**config.mk**
```make
export PLATFORM = sky130hd
export DESIGN_NAME = complementary_waveform_generator
export DESIGN_NICKNAME = d
export VERILOG_FILES = /design/src/cwg_pkg.sv /design/src/complementary_waveform_generator.sv
export VERILOG_INCLUDE_DIRS = /design/src
export SDC_FILE = /design/constraint.sdc
export NUM_CORES = 1
export LEC_CHECK = 0
export BUFFER_PORTS_ARGS = -buffer_cell sky130_fd_sc_hd__buf_2
export CAP_MARGIN = 25
export CORE_MARGIN = 3
export CORE_UTILIZATION = 35
export CTS_CLUSTER_DIAMETER = 40
export CTS_CLUSTER_SIZE = 14
export DETAILED_ROUTE_END_ITERATION = 8
export PLACE_DENSITY = 0.55
export SETUP_SLACK_MARGIN = 0.1
export SYNTH_ARGS = -nofsm -noshare
export SYNTH_HDL_FRONTEND = slang
export SYNTH_SLANG_ARGS = --single-unit
```
**constraint.sdc**
```tcl
create_clock -name aclk -period 2.38 [get_ports aclk]
set_clock_uncertainty 0.15 [all_clocks]
set_input_delay 0.119 -clock aclk [delete_from_list [all_inputs] [get_ports aclk]]
set_output_delay 0.119 -clock aclk [all_outputs]
set_load 0.02 [all_outputs]
```
**src/cwg_consts.svh**
```systemverilog
`ifndef CWG_CONSTS_SVH
`define CWG_CONSTS_SVH

`define ADDR_CTRL 5'h00
`define ADDR_STEER 5'h04
`define ADDR_DEAD_RISE 5'h08
`define ADDR_DEAD_FALL 5'h0C
`define ADDR_BLANK_RISE 5'h10
`define ADDR_BLANK_FALL 5'h14
`define ADDR_PHASE 5'h18
`define ADDR_STATUS 5'h1C

`define MODE_HALF_BRIDGE 3'h4
`define MODE_PUSH_PULL 3'h5

`define CTRL_EN_BIT 0
`define CTRL_MODE_LSB 4
`define CTRL_CLR_BIT 8

`define STEER_A_BIT 0
`define STEER_B_BIT 1
`define STEER_C_BIT 2
`define STEER_D_BIT 3

`define CTRL_RESET 32'h00000000
`define STEER_RESET 4'hF
`define COUNT_RESET 8'h00

`endif

```
**src/cwg_pkg.sv**
```systemverilog
`default_nettype none
package cwg_pkg;
    typedef logic [7:0] count_t;
    typedef struct packed {
        logic a;
        logic b;
        logic c;
        logic d;
    } drive_t;
    typedef enum logic [1:0] {
        ST_OFF,
        ST_PHASE,
        ST_ON
    } drive_state_t;
endpackage
`default_nettype wire

```
**src/complementary_waveform_generator.sv**
```systemverilog
// Decided for this implementation: register access over AXI4-Lite and the register offsets.
`include "cwg_consts.svh"
`default_nettype none
module complementary_waveform_generator
    import cwg_pkg::*;
(
    input wire logic aclk,
    input wire logic aresetn,
    input wire logic [4:0] s_axi_awaddr,
    input wire logic s_axi_awvalid,
    output logic s_axi_awready,
    input wire logic [31:0] s_axi_wdata,
    input wire logic [3:0] s_axi_wstrb,
    input wire logic s_axi_wvalid,
    output logic s_axi_wready,
    output logic [1:0] s_axi_bresp,
    output logic s_axi_bvalid,
    input wire logic s_axi_bready,
    input wire logic [4:0] s_axi_araddr,
    input wire logic s_axi_arvalid,
    output logic s_axi_arready,
    output logic [31:0] s_axi_rdata,
    output logic [1:0] s_axi_rresp,
    output logic s_axi_rvalid,
    input wire logic s_axi_rready,
    input wire logic rise_event_in,
    input wire logic fall_event_in,
    input wire logic fault_in,
    output logic drive_out_a,
    output logic drive_out_b,
    output logic drive_out_c,
    output logic drive_out_d
);

    logic enable_r, enable_nxt;
    logic [2:0] operating_mode_select_r, operating_mode_select_nxt;
    logic [3:0] steer_r, steer_nxt;
    count_t dead_rise_r, dead_rise_nxt, dead_fall_r, dead_fall_nxt;
    count_t blank_rise_r, blank_rise_nxt, blank_fall_r, blank_fall_nxt;
    count_t phase_r, phase_nxt;
    logic aw_held_r, aw_held_nxt, w_held_r, w_held_nxt;
    logic [4:0] awaddr_r, awaddr_nxt;
    logic [31:0] wdata_r, wdata_nxt;
    logic bvalid_r, bvalid_nxt, bad_w_r, bad_w_nxt;
    logic rvalid_r, rvalid_nxt, bad_r_r, bad_r_nxt;
    logic [31:0] rdata_r, rdata_nxt;

    drive_state_t state_r, state_nxt;
    count_t phase_cnt_r, phase_cnt_nxt, blank_cnt_r, blank_cnt_nxt;
    logic blank_is_fall_r, blank_is_fall_nxt;
    logic pair_r, pair_nxt;
    logic shutdown_r, shutdown_nxt;
    logic rise_prev_r, fall_prev_r;
    count_t dead_p_r, dead_p_nxt, dead_c_r, dead_c_nxt;
    logic prim_r, prim_nxt, comp_r, comp_nxt;
    drive_t out_r, out_nxt;

    function automatic logic known_addr(input logic [4:0] addr);
        known_addr = (addr[1:0] == 2'h0);
    endfunction

    logic do_write, active_mode, half_mode, pp_mode, rise_edge, fall_edge, rise_ok, fall_ok, raw_on;

    assign half_mode = enable_r && (operating_mode_select_r == `MODE_HALF_BRIDGE);
    assign pp_mode = enable_r && (operating_mode_select_r == `MODE_PUSH_PULL);
    assign active_mode = half_mode || pp_mode;
    assign do_write = aw_held_r && w_held_r && !bvalid_r;
    assign rise_edge = rise_event_in && !rise_prev_r;
    assign fall_edge = fall_event_in && !fall_prev_r;
    assign rise_ok = rise_edge && !(blank_cnt_r != 8'h00 && !blank_is_fall_r);
    assign fall_ok = fall_edge && !(blank_cnt_r != 8'h00 && blank_is_fall_r);
    assign raw_on = (state_r == ST_ON);

    always_comb begin
        enable_nxt = enable_r;
        operating_mode_select_nxt = operating_mode_select_r;
        steer_nxt = steer_r;
        dead_rise_nxt = dead_rise_r;
        dead_fall_nxt = dead_fall_r;
        blank_rise_nxt = blank_rise_r;
        blank_fall_nxt = blank_fall_r;
        phase_nxt = phase_r;
        aw_held_nxt = aw_held_r || s_axi_awvalid;
        w_held_nxt = w_held_r || s_axi_wvalid;
        awaddr_nxt = (s_axi_awvalid && !aw_held_r) ? s_axi_awaddr : awaddr_r;
        wdata_nxt = (s_axi_wvalid && !w_held_r) ? s_axi_wdata : wdata_r;
        bvalid_nxt = bvalid_r && !s_axi_bready;
        bad_w_nxt = bad_w_r;
        rvalid_nxt = rvalid_r && !s_axi_rready;
        bad_r_nxt = bad_r_r;
        rdata_nxt = rdata_r;
        if (do_write) begin
            aw_held_nxt = 1'b0;
            w_held_nxt = 1'b0;
            bvalid_nxt = 1'b1;
            bad_w_nxt = !known_addr(awaddr_r);
            case (awaddr_r)
                `ADDR_CTRL: begin
                    enable_nxt = wdata_r[`CTRL_EN_BIT];
                    operating_mode_select_nxt = wdata_r[`CTRL_MODE_LSB +: 3];
                end
                `ADDR_STEER: steer_nxt = wdata_r[3:0];
                `ADDR_DEAD_RISE: dead_rise_nxt = wdata_r[7:0];
                `ADDR_DEAD_FALL: dead_fall_nxt = wdata_r[7:0];
                `ADDR_BLANK_RISE: blank_rise_nxt = wdata_r[7:0];
                `ADDR_BLANK_FALL: blank_fall_nxt = wdata_r[7:0];
                `ADDR_PHASE: phase_nxt = wdata_r[7:0];
                default: bad_w_nxt = 1'b1;
            endcase
        end
        if (s_axi_arvalid && !rvalid_r) begin
            rvalid_nxt = 1'b1;
            bad_r_nxt = 1'b0;
            case (s_axi_araddr)
                `ADDR_CTRL: rdata_nxt = {25'h0000000, operating_mode_select_r, 3'h0, enable_r};
                `ADDR_STEER: rdata_nxt = {28'h0000000, steer_r};
                `ADDR_DEAD_RISE: rdata_nxt = {24'h000000, dead_rise_r};
                `ADDR_DEAD_FALL: rdata_nxt = {24'h000000, dead_fall_r};
                `ADDR_BLANK_RISE: rdata_nxt = {24'h000000, blank_rise_r};
                `ADDR_BLANK_FALL: rdata_nxt = {24'h000000, blank_fall_r};
                `ADDR_PHASE: rdata_nxt = {24'h000000, phase_r};
                `ADDR_STATUS: rdata_nxt = {24'h000000, out_r, 1'b0, pair_r, shutdown_r, raw_on};
                default: begin
                    rdata_nxt = 32'h00000000;
                    bad_r_nxt = 1'b1;
                end
            endcase
        end
    end

    always_comb begin
        state_nxt = state_r;
        phase_cnt_nxt = phase_cnt_r;
        blank_cnt_nxt = (blank_cnt_r != 8'h00) ? blank_cnt_r - 8'h01 : 8'h00;
        blank_is_fall_nxt = blank_is_fall_r;
        // Outside push-pull the pair is parked so that the first push-pull period drives A and C.
        pair_nxt = pp_mode ? pair_r : 1'b1;
        shutdown_nxt = shutdown_r;
        // Fault latches shutdown; a control write with the clear bit releases it, but an active fault wins.
        if (do_write && awaddr_r == `ADDR_CTRL && wdata_r[`CTRL_CLR_BIT]) begin
            shutdown_nxt = 1'b0;
        end
        if (fault_in) begin
            shutdown_nxt = 1'b1;
        end
        if (!active_mode || shutdown_nxt) begin
            state_nxt = ST_OFF;
        end else begin
            case (state_r)
                ST_OFF: begin
                    if (rise_ok) begin
                        pair_nxt = pp_mode ? !pair_r : 1'b1;
                        if (phase_r != 8'h00) begin
                            state_nxt = ST_PHASE;
                            phase_cnt_nxt = phase_r - 8'h01;
                        end else begin
                            state_nxt = ST_ON;
                            blank_cnt_nxt = blank_rise_r;
                            blank_is_fall_nxt = 1'b1;
                        end
                    end
                end
                ST_PHASE: begin
                    if (fall_ok) begin
                        state_nxt = ST_OFF;
                    end else if (phase_cnt_r == 8'h00) begin
                        state_nxt = ST_ON;
                        blank_cnt_nxt = blank_rise_r;
                        blank_is_fall_nxt = 1'b1;
                    end else begin
                        phase_cnt_nxt = phase_cnt_r - 8'h01;
                    end
                end
                ST_ON: begin
                    if (fall_ok) begin
                        state_nxt = ST_OFF;
                        blank_cnt_nxt = blank_fall_r;
                        blank_is_fall_nxt = 1'b0;
                    end
                end
                default: state_nxt = ST_OFF;
            endcase
        end
    end

    always_comb begin
        prim_nxt = prim_r;
        comp_nxt = comp_r;
        dead_p_nxt = 8'h00;
        dead_c_nxt = 8'h00;
        // Each output turns on only after the other has been off for its dead count.
        if (!half_mode || shutdown_r) begin
            prim_nxt = 1'b0;
            comp_nxt = 1'b0;
        end else if (raw_on) begin
            comp_nxt = 1'b0;
            if (dead_p_r >= dead_rise_r) begin
                prim_nxt = 1'b1;
            end else begin
                dead_p_nxt = dead_p_r + 8'h01;
            end
        end else begin
            prim_nxt = 1'b0;
            if (dead_c_r >= dead_fall_r) begin
                comp_nxt = 1'b1;
            end else begin
                dead_c_nxt = dead_c_r + 8'h01;
            end
        end
        out_nxt = '0;
        if (half_mode && !shutdown_r) begin
            out_nxt.a = prim_r && steer_r[`STEER_A_BIT];
            out_nxt.c = prim_r && steer_r[`STEER_C_BIT];
            out_nxt.b = comp_r && steer_r[`STEER_B_BIT];
            out_nxt.d = comp_r && steer_r[`STEER_D_BIT];
        end else if (pp_mode && !shutdown_r && raw_on) begin
            out_nxt.a = !pair_r;
            out_nxt.c = !pair_r;
            out_nxt.b = pair_r;
            out_nxt.d = pair_r;
        end
    end

    always_ff @(posedge aclk) begin
        if (!aresetn) begin
            enable_r <= 1'b0;
            operating_mode_select_r <= 3'h0;
            steer_r <= `STEER_RESET;
            dead_rise_r <= `COUNT_RESET;
            dead_fall_r <= `COUNT_RESET;
            blank_rise_r <= `COUNT_RESET;
            blank_fall_r <= `COUNT_RESET;
            phase_r <= `COUNT_RESET;
            aw_held_r <= 1'b0;
            w_held_r <= 1'b0;
            awaddr_r <= 5'h00;
            wdata_r <= 32'h00000000;
            bvalid_r <= 1'b0;
            bad_w_r <= 1'b0;
            rvalid_r <= 1'b0;
            bad_r_r <= 1'b0;
            rdata_r <= 32'h00000000;
            state_r <= ST_OFF;
            phase_cnt_r <= 8'h00;
            blank_cnt_r <= 8'h00;
            blank_is_fall_r <= 1'b0;
            pair_r <= 1'b1;
            shutdown_r <= 1'b0;
            rise_prev_r <= 1'b0;
            // The falling source idles high, so no false edge follows reset.
            fall_prev_r <= 1'b1;
            dead_p_r <= 8'h00;
            dead_c_r <= 8'h00;
            prim_r <= 1'b0;
            comp_r <= 1'b0;
            out_r <= '0;
        end else begin
            enable_r <= enable_nxt;
            operating_mode_select_r <= operating_mode_select_nxt;
            steer_r <= steer_nxt;
            dead_rise_r <= dead_rise_nxt;
            dead_fall_r <= dead_fall_nxt;
            blank_rise_r <= blank_rise_nxt;
            blank_fall_r <= blank_fall_nxt;
            phase_r <= phase_nxt;
            aw_held_r <= aw_held_nxt;
            w_held_r <= w_held_nxt;
            awaddr_r <= awaddr_nxt;
            wdata_r <= wdata_nxt;
            bvalid_r <= bvalid_nxt;
            bad_w_r <= bad_w_nxt;
            rvalid_r <= rvalid_nxt;
            bad_r_r <= bad_r_nxt;
            rdata_r <= rdata_nxt;
            state_r <= state_nxt;
            phase_cnt_r <= phase_cnt_nxt;
            blank_cnt_r <= blank_cnt_nxt;
            blank_is_fall_r <= blank_is_fall_nxt;
            pair_r <= pair_nxt;
            shutdown_r <= shutdown_nxt;
            rise_prev_r <= rise_event_in;
            fall_prev_r <= fall_event_in;
            dead_p_r <= dead_p_nxt;
            dead_c_r <= dead_c_nxt;
            prim_r <= prim_nxt;
            comp_r <= comp_nxt;
            out_r <= out_nxt;
        end
    end

    assign s_axi_awready = !aw_held_r;
    assign s_axi_wready = !w_held_r;
    assign s_axi_bvalid = bvalid_r;
    assign s_axi_bresp = bad_w_r ? 2'h2 : 2'h0;
    assign s_axi_arready = !rvalid_r;
    assign s_axi_rvalid = rvalid_r;
    assign s_axi_rdata = rdata_r;
    assign s_axi_rresp = bad_r_r ? 2'h2 : 2'h0;
    assign drive_out_a = out_r.a;
    assign drive_out_b = out_r.b;
    assign drive_out_c = out_r.c;
    assign drive_out_d = out_r.d;

endmodule
`default_nettype wire

```
# == Word-level counts from Yosys, hierarchy flattened ==
# Cells that the tools add are included.
# op_classes
addsub,5
n_eq_ne,25
bitwise_logic,3
order_cmp,2
reduce_logical,72
mux,41
# op_table
op,n
$mux W8,11
$pmux W8 S8,1
$eq A5 B5 Y1 const B,7
$logic_and A1 B1 Y1,24
$pmux W8 S3,1
$sub A8 B1 Y8 const B,3
$eq A5 B4 Y1 const B,4
$add A8 B1 Y8 const B,2
$ge A8 B8 Y1,2
$logic_not A1 Y1,16
$mux W1,16
$pmux W8 S2,1
$reduce_bool A8 Y1,2
$mux W2,7
$ne A2 B2 Y1 const B,7
$reduce_and A2 Y1,7
$eq A5 B3 Y1 const B,2
$logic_not A5 Y1,2
$logic_not A8 Y1,1
$mux W4,2
$reduce_or A4 Y1,2
$reduce_or A8 Y1,1
$reduce_and A7 Y1,1
$reduce_or A7 Y1,1
15 further kinds,25
# word_totals
output_inout_bits,45
register_bits,145
input_bits,56

# == Depth between registers and ports, before layout ==
# depth
depth_word,9
depth_mapped,10

# == Worst setup path after synthesis ==
# OpenSTA, ideal clock, no wires.
# synth_path
kind,reg2reg
from,register state_r[0]
to,register phase_cnt_r[4]
path_stages_with_launch,10
t_arrival_ns,2.282
n_path_buf,2
setup_ns,0.132
slack_ns,-0.184
cell_sequence,dfxtp_1 -> nor2b_1 -> clkbuf_1 -> clkbuf_1 -> mux2i_1 -> ha_1 -> a21boi_1 -> mux2_2 -> o21ai_0 -> a21oi_1
# synth_via
elab_chain_cells,3
word_cells_on_any_way,9
# synth_rtl
item,line_no,text
from (decl),complementary_waveform_generator.sv:48,"drive_state_t state_r, state_nxt;"
from (signal assigned),complementary_waveform_generator.sv:275,state_r <= state_nxt;
$eq A2 B1 Y1 or $logic_not A2 Y1 (tied branches),complementary_waveform_generator.sv:149,case (state_r)
$ne A2 B2 Y1 (no source line) or $reduce_bool A2 Y1 (tied branches),--,
$reduce_and A6 Y1 (no source line),--,
to (signal assigned),complementary_waveform_generator.sv:276,phase_cnt_r <= phase_cnt_nxt;
to (decl),complementary_waveform_generator.sv:49,"count_t phase_cnt_r, phase_cnt_nxt, blank_cnt_r, blank_cnt_nxt;"
# Parallel ways exist; a longest one is shown, timed or not.
# A chain may end at the register's enable or synchronous reset.

# == Worst setup path after layout ==
# layout_path
from,register enable_r
to,register phase_cnt_r[5]
# layout_via
elab_chain_cells,6
word_cells_on_any_way,7
# layout_rtl
item,line_no,text
from (decl),complementary_waveform_generator.sv:35,"logic enable_r, enable_nxt;"
from (signal assigned),complementary_waveform_generator.sv:258,enable_r <= enable_nxt;
"$logic_and A1 B1 Y1, on equally long branches","complementary_waveform_generator.sv:64, complementary_waveform_generator.sv:65",
$logic_or A1 B1 Y1 (*),complementary_waveform_generator.sv:66,assign active_mode = half_mode || pp_mode;
$logic_not A1 Y1 (*),complementary_waveform_generator.sv:146,if (!active_mode || shutdown_nxt) begin
$logic_or A1 B1 Y1 (*),complementary_waveform_generator.sv:146,
$not A1 Y1 (no source line) (*),--,
$reduce_and A6 Y1 (no source line) (*),--,
# Mark *: on every way between the ends. The rest lies on a longest branch, timed or not.

==> results.toml <==
[timing]
holdWs_ns = 0.170
setup_viol = 0
fmax_mhz = 435
worstMarginPinSlew_ns = 0.553
post-route-period-util_pct = 96.6
hold_viol_final = 0
report.final.slew_viol_count = 0
maxSlewHeadroom_pct = 62.8
worst_slack_ns = 0.0810
period_needed_ns = 2.30
rsz0062_at_grt = "yes"

[clocking]
clk_pin_slew_ns = 0.06
cts_tree = "built"
clk_root_buffer_cell = "clkbuf_16"
cts.sinks = 121
max-clock-path-buffers = 2
cts-buffers-inserted = 17
cts.htree.levels = 4
clock_latency_ns = 0.42

[logic_synthesis]
ys_warn_count = 0
synthArstFlopShare_pct = 0
synth_area_sq_mm = 0.00610
syn_inst = 709
ys.flop_type = "dfxtp_1"
ys_types = 66
synth.avg_cell_area_sq_um = 8.61
yosys_register_bits = 121
synth_edf_count = 0
synth_seq_area_share_pct = 39.7

[finish]
nets = 893
regArea_sq_mm = 0.00243
num_antenna_cells = 0
syn_to_final_growth_pct = 27.9
drive_gt1_share_pct = 21.6
multi_input_area_sq_mm = 0.00349
fill_cells = 1622
design_area_sq_mm = 0.00780

[die]
rows = 47
die_w_um = 138
initial_core_util_pct = 36.3
die_area_sq_mm = 0.0191
core_sq_mm = 0.0168
die_h_um = 138
io_pins = 101

[worst_setup_path]
path_max_fanout = 4
crit_required_ns = 2.59
startpoint = "enable_r"
crit_type = "reg2reg"
worstRegToRegCells = 8
rr_startpoint = "enable_r"
cp.arrival_ns = 2.50
end_kind = "register"
critPathLaunchType = "register"

[grt]
grt_pass1_vias = 5109
grt.total_usage_pct = 16.8
antenna_found_initial = 0
grt_max_degree = 38
grt_pass1_wl_mm = 26.1
grt.overflow.total = 0

[routing]
drt-vias-per-instance = 5.08
drt_iter0_drc = 336
num_vias = 5325
wl_per_cell_um = 15.4
ant_nets = 0
dr.pass1.iters = 4
drc = 0
drt-total-wl_mm = 16.1

[place]
post_dp_cell_area_sq_mm = 0.00673
post-place-ws_ns = 0.00148
gp_congestion = 0.822
io_buffers = 47
dp_hpwl_mm = 11.8

[pwr]
max-vdd-ir-drop_mv = 0.519
power.density_mw_per_mm2 = 718
leakage_nw = 3.16

[min_path]
min_path_cells = 3
hp-class = "in2reg"
holdCritStartpoint = "s_axi_araddr[3]"

[outcome]
run_status = "finished, final reports clean"

[flow_run]
drv_cap = 0
-- cells in the final DEF (no fill, tap or decap), drive strengths merged, types with 4 or more instances in the layout --
cell type / n
a211oi: 9
a21o: 6
a21oi: 46
a221o: 4
a22oi: 10
and2: 4
and3: 6
buf: 97
clkbuf: 20
clkinv: 7
conb: 26
dfxtp: 121
dlygate4sd3: 28
ha: 21
inv: 25
mux2i: 51
mux4: 7
nand2: 57
nand2b: 10
nand3: 30
nor2: 109
nor2b: 8
nor3: 13
nor3b: 6
nor4: 8
o21ai: 30
or3: 5
xnor2: 7
xor2: 12
-- layout make-up --
type                       instances  area share (%)
tap                              220            3.53
clock buffer                      20            5.85
timing repair buffer             125            12.0
clock inverter                    12            1.60
sequential                       121            31.1
inverter                          25            1.20
multi-input combinational        526            44.7
-- logic make-up (layout without fill, tap and decap cells) --
family	Yosys count	count (layout)	share of synthesized area [%]
and+or+nand+nor	274	274	21.6
AOI/OAI and AO/OA	127	127	13.1
DFF	121	121	39.7
buffers and inverters	87	182	7.32
muxes	59	59	11.1
adders and majority gates	21	21	4.31
xor gates and xnor gates	19	19	2.73
other	1	26	0.0614
-- state kept, by name (all words and copies together), names as in the netlist, 4 cells and up --
register      flops
dead_fall_r       8
phase_r           8
dead_rise_r       8
phase_cnt_r       8
wdata_r           9
steer_r           4
blank_rise_r      8
s_axi_rdata       8
awaddr_r          5
blank_cnt_r       8
dead_p_r          8
blank_fall_r      8
dead_c_r          8
-- final timing paths --
kind                                  endpoint  slack [ns]
worst max-delay path            phase_cnt_r[5]        0.08
worst max register to register  phase_cnt_r[5]        0.08
worst min register to register  s_axi_rdata[1]        0.31
worst min-delay path            s_axi_rdata[5]        0.17
-- timing repair --
| item | 4_1_cts | 5_1_grt |
|---|---|---|
| hold buffers | 28 | 0 |
| buffers inserted | 1 | 3 |
| gates resized for setup | 15 | 33 |
| pin swaps | 9 | 16 |
| hold endpoints to repair | 29 | 0 |
| endpoints found under the setup margin | 29 | 40 |
-- cells in the mapped netlist (5+ instances only) --
cell type	n	share of area (%)
dfxtp_1	121	40
nor2_1	108	6.6
nand2_1	57	3.5
mux2i_1	51	8.4
a21oi_1	46	3.8
nand3_1	30	2.5
buf_4	29	3.6
clkbuf_1	27	1.7
o21ai_0	26	2.1
inv_1	24	1.5
ha_1	21	4.3
nor3_1	12	0.98
xor2_1	12	1.7
a22oi_1	10	1.2
nand2b_1	10	1.0
a211oi_1	9	1.1
nor2b_1	8	0.82
nor4_1	8	0.82
mux4_2	7	2.6
xnor2_1	7	1.0
a21o_1	6	0.74
and3_1	6	0.62
nor3b_1	5	0.62
-- metrics by stage --
step	total power (W)	util [%]	cells	TNS [ns]
floorplan	0.00274	-	734	0
global placement	0.00292	40.0	985	0
detailed placement	0.00294	40.0	985	0
global route	0.00584	46.4	1049	-0.306
CTS	0.00557	45.5	1046	0
finish	0.00561	46.4	1049	0
-- worst max-delay path, stage by stage, from the launching register on --
cell and delay (ns):
dfxtp_1 0.32, nor4bb_4 0.28, buf_4 0.15, nand4_1 0.20
a221oi_4 0.38, and2_4 0.21, nand3_2 0.08, or3b_1 0.40
nand3_1 0.07
-- where the power goes --
group	total (W)	switching, W	internal [W]
combinational	0.000865	0.000454	0.000411
clock	0.00253	0.000939	0.00159
sequential	0.00222	0.000101	0.00211
-- metal layers --
metal,vias to the layer above,wire (um),global-route usage [%]
met1,2535,7730,23.0
met4,0,271,5.67
met5,-,0,0
met2,131,7360,26.4
met3,21,778,3.76
li1,2638,-,-
(Power assumes the default switching activity.)
